[config.mk]
export PLATFORM = sky130hd
export DESIGN_NAME = bbm_config_bank
export DESIGN_NICKNAME = d
export VERILOG_FILES = /design/src/bbm_config_bank.v /design/src/bbm_step_decode.v
export VERILOG_INCLUDE_DIRS = /design/src /design/src/src
export SDC_FILE = /design/constraint.sdc
export NUM_CORES = 1
export LEC_CHECK = 0
export BUFFER_PORTS_ARGS = -buffer_cell sky130_fd_sc_hd__buf_4
export CORE_UTILIZATION = 58
export DETAILED_ROUTE_END_ITERATION = 16
export PLACE_DENSITY = 0.85
export SETUP_SLACK_MARGIN = 0.5
export SYNTH_ARGS = -nofsm -noshare
export SYNTH_HDL_FRONTEND = slang
export SYNTH_HIERARCHICAL = 1
export SYNTH_SLANG_ARGS = --single-unit
[constraint.sdc]
create_clock -name i_clk -period 7.9 [get_ports i_clk]
set_clock_uncertainty 0.1 [all_clocks]
set_input_delay 0.395 -clock i_clk [delete_from_list [all_inputs] [get_ports i_clk]]
set_output_delay 0.395 -clock i_clk [all_outputs]
set_load 0.02 [all_outputs]
[src/bbm_map.vh]
/*
 register offsets, field positions, reset values and decode codes
 for the backlight boost margin configuration bank.
 assumes inclusion once per compile unit; guarded.
*/
`ifndef BBM_MAP_VH
`define BBM_MAP_VH

`define BBM_ADDR_MARGIN_CTRL 8'haa
`define BBM_ADDR_MARGIN_STEP 8'hae
`define BBM_ADDR_VERSION 8'haf
`define BBM_ADDR_SWFREQ 8'ha6

`define BBM_RST_MARGIN_CTRL 8'h00
`define BBM_RST_MARGIN_STEP 8'h00
`define BBM_RST_VERSION 8'h00
`define BBM_RST_SWFREQ 8'h00

`define BBM_SPREAD_BIT 7
`define BBM_TRACK_BIT 3
`define BBM_MARGIN_SEL_HI 2
`define BBM_MARGIN_SEL_LO 0
`define BBM_RAISE_HI 7
`define BBM_RAISE_LO 6
`define BBM_LOWER_HI 5
`define BBM_LOWER_LO 4
`define BBM_HYST_HI 1
`define BBM_HYST_LO 0
`define BBM_SWFREQ_HI 7
`define BBM_SWFREQ_LO 6

// millivolt figures and hysteresis select codes
`define BBM_MARGIN_TOP_MV 12'h36b
`define BBM_MARGIN_STEP_MV 12'h07d
`define BBM_HYST_1000_MV 12'h3e8
`define BBM_HYST_750_MV 12'h2ee
`define BBM_HYST_500_MV 12'h1f4
`define BBM_HYST_250_MV 12'h0fa
`define BBM_STEP_BASE_MV 12'h069
`define BBM_HYST_CODE_1000 2'h0
`define BBM_HYST_CODE_750 2'h1
`define BBM_HYST_CODE_500 2'h2

// switching frequency codes and values in khz
`define BBM_FREQ_312 2'h0
`define BBM_FREQ_625 2'h1
`define BBM_FREQ_1250 2'h2
`define BBM_FREQ_RSVD 2'h3
`define BBM_KHZ_312 12'h138
`define BBM_KHZ_625 12'h271
`define BBM_KHZ_1250 12'h4e2

`define BBM_DITHER_BITS 4

`endif

[src/bbm_config_bank.v]
/*
 configuration register bank of a white led backlight driver: adaptive
 boost margin, comparator thresholds, step sizes, spread spectrum,
 settings version and stored switching frequency selection.
 assumes a simple synchronous register port driven by the serial
 front end on the same clock; pin-select straps come from pins.
*/
`include "bbm_map.vh"

module bbm_config_bank
#(
    parameter DITHER_BITS = `BBM_DITHER_BITS
)
(
    input wire i_clk,
    input wire i_reset,
    input wire i_wr_en,
    input wire i_rd_en,
    input wire [7:0] i_addr,
    input wire [7:0] i_wdata,
    input wire i_switch_freq_pin_select,
    input wire i_dimming_freq_pin_select,
    input wire [11:0] i_pin_freq_khz,
    output reg [7:0] o_rdata,
    output reg o_rd_valid,
    output wire o_adaptive_enable,
    output reg [11:0] o_low_thresh_mv,
    output reg [11:0] o_mid_thresh_mv,
    output reg [11:0] o_raise_step_mv,
    output reg [11:0] o_lower_step_mv,
    output reg [11:0] o_switch_freq_khz,
    output reg o_freq_reserved,
    output reg o_use_stored_freq,
    output wire o_spread_clock_enable,
    output reg [DITHER_BITS-1:0] o_dither
);

    reg [7:0] margin_ctrl_reg;
    reg [7:0] margin_step_reg;
    reg [7:0] version_reg;
    reg [7:0] swfreq_reg;
    reg [1:0] sw_pin_sync_reg;
    reg [1:0] dim_pin_sync_reg;
    reg [DITHER_BITS-1:0] lfsr_reg;
    reg [7:0] rdata_next;
    reg [11:0] low_next;
    reg [11:0] hyst_mv;
    reg [11:0] freq_next;
    wire [2:0] margin_sel;
    wire [1:0] freq_code;
    wire use_stored;
    wire [11:0] raise_step_next;
    wire [11:0] lower_step_next;

    assign margin_sel = margin_ctrl_reg[`BBM_MARGIN_SEL_HI:`BBM_MARGIN_SEL_LO];
    assign freq_code = swfreq_reg[`BBM_SWFREQ_HI:`BBM_SWFREQ_LO];
    assign o_adaptive_enable = margin_ctrl_reg[`BBM_TRACK_BIT];
    assign o_spread_clock_enable = margin_ctrl_reg[`BBM_SPREAD_BIT];
    // straps pass two flops before use
    assign use_stored = ~sw_pin_sync_reg[1] & ~dim_pin_sync_reg[1];

    // register writes
    always @(posedge i_clk or posedge i_reset)
    begin
        if (i_reset)
        begin
            margin_ctrl_reg <= `BBM_RST_MARGIN_CTRL;
            margin_step_reg <= `BBM_RST_MARGIN_STEP;
            version_reg <= `BBM_RST_VERSION;
            swfreq_reg <= `BBM_RST_SWFREQ;
        end
        else if (i_wr_en)
        begin
            if (i_addr == `BBM_ADDR_MARGIN_CTRL)
                margin_ctrl_reg <= i_wdata;
            else if (i_addr == `BBM_ADDR_MARGIN_STEP)
                margin_step_reg <= i_wdata;
            else if (i_addr == `BBM_ADDR_VERSION)
                version_reg <= i_wdata;
            else if (i_addr == `BBM_ADDR_SWFREQ)
                swfreq_reg <= i_wdata;
        end
    end

    // read mux
    always @*
    begin
        if (i_addr == `BBM_ADDR_MARGIN_CTRL)
            rdata_next = margin_ctrl_reg;
        else if (i_addr == `BBM_ADDR_MARGIN_STEP)
            rdata_next = margin_step_reg;
        else if (i_addr == `BBM_ADDR_VERSION)
            rdata_next = version_reg;
        else if (i_addr == `BBM_ADDR_SWFREQ)
            rdata_next = swfreq_reg;
        else
            rdata_next = 8'h00;
    end

    // low threshold: top figure less one step per code
    always @*
    begin
        low_next = `BBM_MARGIN_TOP_MV - (`BBM_MARGIN_STEP_MV * {9'h000, margin_sel});
    end

    // mid threshold hysteresis offset
    always @*
    begin
        case (margin_step_reg[`BBM_HYST_HI:`BBM_HYST_LO])
            `BBM_HYST_CODE_1000: hyst_mv = `BBM_HYST_1000_MV;
            `BBM_HYST_CODE_750: hyst_mv = `BBM_HYST_750_MV;
            `BBM_HYST_CODE_500: hyst_mv = `BBM_HYST_500_MV;
            default: hyst_mv = `BBM_HYST_250_MV;
        endcase
    end

    // stored code decode; a strap hands the choice to the pin path
    always @*
    begin
        case (freq_code)
            `BBM_FREQ_312: freq_next = `BBM_KHZ_312;
            `BBM_FREQ_625: freq_next = `BBM_KHZ_625;
            `BBM_FREQ_1250: freq_next = `BBM_KHZ_1250;
            default: freq_next = `BBM_KHZ_312;
        endcase
        if (!use_stored)
            freq_next = i_pin_freq_khz;
    end

    // strap synchronisers
    always @(posedge i_clk or posedge i_reset)
    begin
        if (i_reset)
        begin
            sw_pin_sync_reg <= 2'h0;
            dim_pin_sync_reg <= 2'h0;
        end
        else
        begin
            sw_pin_sync_reg <= {sw_pin_sync_reg[0], i_switch_freq_pin_select};
            dim_pin_sync_reg <= {dim_pin_sync_reg[0], i_dimming_freq_pin_select};
        end
    end

    // read port: data holds until the next read
    always @(posedge i_clk or posedge i_reset)
    begin
        if (i_reset)
        begin
            o_rdata <= 8'h00;
            o_rd_valid <= 1'b0;
        end
        else
        begin
            o_rd_valid <= i_rd_en;
            if (i_rd_en)
                o_rdata <= rdata_next;
        end
    end

    // thresholds and step sizes, all from flops
    always @(posedge i_clk or posedge i_reset)
    begin
        if (i_reset)
        begin
            o_low_thresh_mv <= 12'h000;
            o_mid_thresh_mv <= 12'h000;
            o_raise_step_mv <= 12'h000;
            o_lower_step_mv <= 12'h000;
        end
        else
        begin
            o_low_thresh_mv <= low_next;
            o_mid_thresh_mv <= low_next + hyst_mv;
            o_raise_step_mv <= raise_step_next;
            o_lower_step_mv <= lower_step_next;
        end
    end

    // switching frequency selection
    always @(posedge i_clk or posedge i_reset)
    begin
        if (i_reset)
        begin
            o_switch_freq_khz <= 12'h000;
            o_freq_reserved <= 1'b0;
            o_use_stored_freq <= 1'b0;
        end
        else
        begin
            o_switch_freq_khz <= freq_next;
            o_freq_reserved <= use_stored & (freq_code == `BBM_FREQ_RSVD);
            o_use_stored_freq <= use_stored;
        end
    end

    // dither source runs freely; output gated by the spread bit
    always @(posedge i_clk or posedge i_reset)
    begin
        if (i_reset)
        begin
            lfsr_reg <= {{(DITHER_BITS-1){1'b0}}, 1'b1};
            o_dither <= {DITHER_BITS{1'b0}};
        end
        else
        begin
            lfsr_reg <= {lfsr_reg[DITHER_BITS-2:0],
                lfsr_reg[DITHER_BITS-1] ^ lfsr_reg[DITHER_BITS-2]};
            if (o_spread_clock_enable)
                o_dither <= lfsr_reg;
            else
                o_dither <= {DITHER_BITS{1'b0}};
        end
    end

    bbm_step_decode u_raise
    (
        .i_code(margin_step_reg[`BBM_RAISE_HI:`BBM_RAISE_LO]),
        .o_step_mv(raise_step_next)
    );

    bbm_step_decode u_lower
    (
        .i_code(margin_step_reg[`BBM_LOWER_HI:`BBM_LOWER_LO]),
        .o_step_mv(lower_step_next)
    );

endmodule // bbm_config_bank

[src/bbm_step_decode.v]
/*
 decodes a 2-bit adaptive step code into millivolts.
 assumes a code from a registered configuration field.
*/
`include "bbm_map.vh"

module bbm_step_decode
(
    input wire [1:0] i_code,
    output wire [11:0] o_step_mv
);

    // 00..11 doubles from the base step
    assign o_step_mv = `BBM_STEP_BASE_MV << i_code;

endmodule // bbm_step_decode

* After elaboration in Yosys (flattened, before gate mapping)
Index checks and enable logic that the tools add are counted.
Cells by class: muxes and demuxes 8, shift-type cells 2, bitwise gates (word level) 8, equal/unequal tests 9, reduce and logical (&&, ||, !) cells 5, $add $sub $neg 2, $mul 1
Operators with widths (number):
- $eq A8 B8 Y1 const B | 4
- $mux W8 | 4
- $pmux W10 S3 | 1
- $shl A7 B2 Y12 const A | 2
- $pmux W11 S2 | 1
- $add A11 B11 Y12 | 1
- $mux W12 | 1
- $sub A10 B10 Y11 const A | 1
- $mul A7 B3 Y10 const A | 1
- $eq A2 B2 Y1 const B | 3
- $not A1 Y1 | 5
- $reduce_and A5 Y1 | 1
- $eq A2 B1 Y1 const B | 2
- $mux W4 | 1
- $reduce_and A4 Y1 | 1
- $reduce_and A3 Y1 | 1
- $and A1 B1 Y1 | 2
- $logic_not A2 Y1 | 1
- $reduce_and A2 Y1 | 1
- $xor A1 B1 Y1 | 1
Word-level totals: output and inout port bits 77, word-level logic and storage cells 52, register bits 114, input port bits 34

* Logic depth before layout (Yosys ltp)
word-level depth 5, mapped depth 16, gate-level depth less buffers 16

* Hierarchy
The synthesis kept the hierarchy.
Modules (own cells, without submodules):
- bbm_config_bank | area each 4714.5 µm², sequential area each 2829.0 µm², instances 1, cells each 378
- bbm_step_decode | area each 117.6 µm², sequential area each 0.0 µm², instances 2, cells each 15

* Worst setup path after synthesis
No wires, ideal clock.
path kind reg-to-reg, start reg margin_ctrl_reg[0], end reg o_mid_thresh_mv[10], clock period less this slack 3.274 ns, cell stages (with the launch flop) 17, arrival time 3.044 ns, setup time 0.129 ns, slack 4.626 ns, path buffers 0, required time 7.671 ns, cells stage by stage dfrtp_1 > inv_1 > fa_1 > inv_1 > ha_1 > nor2b_1 > o21a_1 > o21a_1 > o21ai_0 > nor2b_1 > xnor2_1 > ha_1 > nor2_1 > nor2_1 > nor2_1 > a31oi_1 > xor2_1
On the way: longest elaborated chain between the ends 3
Ends and longest elaborated chain:
- start: declaration | RTL line bbm_config_bank.v:38 | reg [7:0] margin_ctrl_reg;
- start signal: assignment | RTL line bbm_config_bank.v:67 | margin_ctrl_reg <= `BBM_RST_MARGIN_CTRL;
- start signal: assignment | RTL line bbm_config_bank.v:75 | margin_ctrl_reg <= i_wdata;
- $mul A7 B3 Y10 (no line)
- $sub A10 B10 Y11 (no line)
- via low_next[0] | RTL line bbm_config_bank.v:46 | reg [11:0] low_next;
- $add A11 B11 Y12 | RTL line bbm_config_bank.v:174 | o_mid_thresh_mv <= low_next + hyst_mv;
- end signal: assignment | RTL line bbm_config_bank.v:174
- end: declaration | RTL line bbm_config_bank.v:28 | output reg [11:0] o_mid_thresh_mv,
The timed path passes the listed nets, and every way through them passes these cells. A chain may end at the register's enable or synchronous reset.

* Worst setup path in the final report
Same ends and word-level chain as after synthesis.

==> flow_summary_export.csv <==
group,metric,value,unit
yosys,ys_ff_latch,113,
final_layout,n_antenna_cell,0,
yosys,synth_ff_type,"dfrtp_1",
timing,tightest_slew,946,ps
global_route,grt_pass1_vias,3655,
setup_path,regToRegStartpoint,"margin_ctrl_reg[0]",
route,met1_length,4380,µm
setup_path,start_kind,"register",
yosys,syn_area,4950,µm²
timing,min_period,3720,ps
clock_network,cts_made_buffers,17,
pwr,p_leak,3.26,nW
floorplan,core_area,8260,µm²
final_layout,multiInputGateArea,1870,µm²
timing,finalHoldViolCount,0,
clock_network,ctsResizeCount,0,
clock_network,htree_num_levels,4,
route,routedWlPerCell,16.9,µm
timing,setup_viol,0,
status,status,"finished, final reports clean",
final_layout,n_fill_cell,512,
clock_network,cts_buffer_depth,2,
route,top_layer_used,"met4",
floorplan,io_pins,111,
yosys,yosys_warnings,6,
pwr,ir_worst_vdd,0.000174,V
clock_network,postCtsSetupRepairBufs,0,
yosys,avgSynthCellArea,12.1,µm²
timing,rsz0062_at_grt,"no",
placed_design,gp_congestion,0.850,
route,via_per_inst,5.32,
pwr,p_per_area,264,nW/µm²
yosys,synth_edf_count,0,
placed_design,placedCellCount,610,
setup_path,r2r_end,"o_mid_thresh_mv[10]",
global_route,grt_antenna_before_repair,0,
setup_path,crit_required,8240,ps
global_route,grt_usage,26.9,%
timing,max_freq,269,MHz
job,maxCapViolations,0,
final_layout,layoutNonFillerInstCount,651,
global_route,overflow,0,
route,drtIter0Drc,162,
final_layout,drive_above_1_share,35.2,%
final_layout,num-nets-final,608,
clock_network,clock_sinks,113,
timing,slew_headroom,36.9,%
setup_path,crit_fanout,7,
route,wirelength,11000,µm
floorplan,start_util,59.9,%
route,drc_errors,0,
timing,tns,0,ps
route,first_pass_iters,4,
yosys,synth_area_leader_cell,"dfrtp_1",
yosys,synth_cell_types,45,
route,num_vias,3463,
route,ant_nets,0,
timing,finalCritPeriodShare,47.1,%
route,wl_met3,529,µm
clock_network,path_clk_slew,60,ps
final_layout,regArea,2830,µm²
setup_path,path_class,"register to register",
hold_path,worstHoldPathCells,3,
setup_path,endpoint_kind,"register",
setup_path,rrSetupSlack,4180,ps
global_route,grt_pass1_wl,17600,µm
yosys,yosysTopAreaCellShare,56.6,%
yosys,syn_inst,408,
global_route,grt_max_degree,79,
placed_design,io_buffers,110,
floorplan,rows,33,
clock_network,cts_root_buf,"clkbuf_8",
timing,drv_slew,0,
floorplan,die_w,94.4,µm
route,wl_met2,5850,µm
final_layout,final_core_util,78.7,%
setup_path,worst-r2r-cell-count,16,
floorplan,die_area,8910,µm²
setup_path,crit_arrival,4060,ps
clock_network,clk_latency,520,ps
placed_design,dp_hpwl,6710,µm
yosys,ys_seq_area_share,57.2,%
hold_path,worstHoldEndpoint,"o_switch_freq_khz[10]",
yosys,ys_top_cells_by_area,"dfrtp_1 (57%), ha_1 (9.1%), mux2_2 (6.8%)",
hold_path,hp-start,"i_pin_freq_khz[10]",
hold_path,hold_path.class,"input port to register",
floorplan,die_h,94.4,µm
final_layout,area_growth,31.4,%
clock_network,cts_tree,"yes",
yosys,synthArstFlopShare,100,%
cells in the mapped netlist (2+ instances only):
library cell    n
nor2_1          9
a21oi_1         5
buf_4          10
or2_2           7
fa_1            5
xnor2_1         8
nand4_1         2
o21a_1          4
a31oi_1         4
conb_1          2
inv_1          39
nand2b_1        4
nor2_2          2
a21o_1          3
nor2b_1         4
nor3_1          3
nand2_1        46
and2_1          8
o2111ai_1       8
or2_1           2
xor2_1          4
mux2_2         30
dfrtp_1       112
o21ai_0        27
clkbuf_1        5
ha_1           36
worst max-delay path, cell delays in order (launching register included):
cell	delay, ps
dfrtp_1	460
inv_1	170
fa_1	530
inv_1	50
ha_1	320
nor2b_1	170
o21a_1	190
o21a_1	180
o21ai_0	230
nor2b_1	200
xnor2_1	120
ha_1	350
nor2_1	70
nor2_1	130
nor2_1	60
a31oi_1	170
xor2_1	160
layer usage:
metal	track usage (%)	vias to the layer above
met5	0	-
met4	11.9	0
met3	5.07	24
met2	47.9	119
met1	31.4	1731
li1	-	1589
how the worst max path moves through the flow:
stage	start	to	slack [ps]	depth (start not counted)
after global routing	margin_ctrl_reg[0]	o_mid_thresh_mv[10]	3920	16
after CTS	margin_ctrl_reg[0]	o_mid_thresh_mv[10]	4220	16
after detailed placement	margin_ctrl_reg[0]	o_mid_thresh_mv[10]	4350	16
after floorplan	i_reset	dim_pin_sync_reg[0]	4420	1
after global placement	margin_ctrl_reg[0]	o_mid_thresh_mv[10]	4490	16
final	margin_ctrl_reg[0]	o_mid_thresh_mv[10]	4180	16
logic make-up after synthesis:
logic type	count (synthesis)	share of synthesized area (%)
fa+ha+maj	41	11.1
xor+xnor	12	2.12
other cells	2	0.152
buf+inv	57	5.26
flops	113	57.2
simple gates	95	9.91
compound gates	57	7.25
mux	31	7.03
metrics by stage:
| step | cell area [µm²] | hold slack, ps | worst slack [ps] | power, mW |
|---|---|---|---|---|
| final | 6500 | 1.92 | 4180 | 1.72 |
| after global placement | 5830 | 233 | 4490 | 0.953 |
| after detailed placement | 5830 | 236 | 4350 | 0.964 |
| after floorplan | 4960 | 231 | 4420 | 0.846 |
| after global routing | 6500 | 6.43 | 3920 | 1.78 |
| after CTS | 6500 | 0.729 | 4220 | 1.72 |
layout make-up:
cell class	instances	area share, %
multi-input combinational	240	28.8
clock inverter	14	2.41
inverter	40	2.35
timing repair buffer	121	14.3
clock buffer	18	6.58
sequential	113	43.5
tap	105	2.02
layout by cell type, fill, tap and decap left out, types with 2 or more instances in the layout:
cell / count
a21o_1: 3
a21oi_1: 5
a31oi_1: 4
and2_1: 8
buf_4: 112
bufinv_16: 2
clkbuf_16: 16
clkbuf_8: 2
clkinv_4: 3
clkinvlp_4: 4
conb_1: 4
dfrtp_1: 112
dlygate4sd3_1: 9
fa_1: 5
ha_1: 36
inv_1: 38
inv_6: 4
mux2_2: 30
nand2_1: 46
nand2b_1: 4
nand4_1: 2
nor2_1: 9
nor2_2: 2
nor2b_1: 4
nor3_1: 3
o2111ai_1: 8
o21a_1: 4
o21ai_0: 27
or2_1: 2
or2_2: 7
xnor2_1: 8
xor2_1: 4
what timing repair did:
| action | in CTS | in global routing |
|---|---|---|
| endpoints found under the setup margin | 0 | 0 |
| hold endpoints to repair | 42 | 0 |
| hold buffers | 9 | 0 |
where the power goes:
group,switching (mW),internal [mW],leakage (nW),total [mW]
Combinational,0.178,0.133,1.57,0.311
Clock,0.287,0.461,0.275,0.748
Sequential,0.0236,0.632,1.42,0.656
Total,0.489,1.23,3.26,1.72
No activity file was read; power rests on OpenSTA's default activity.
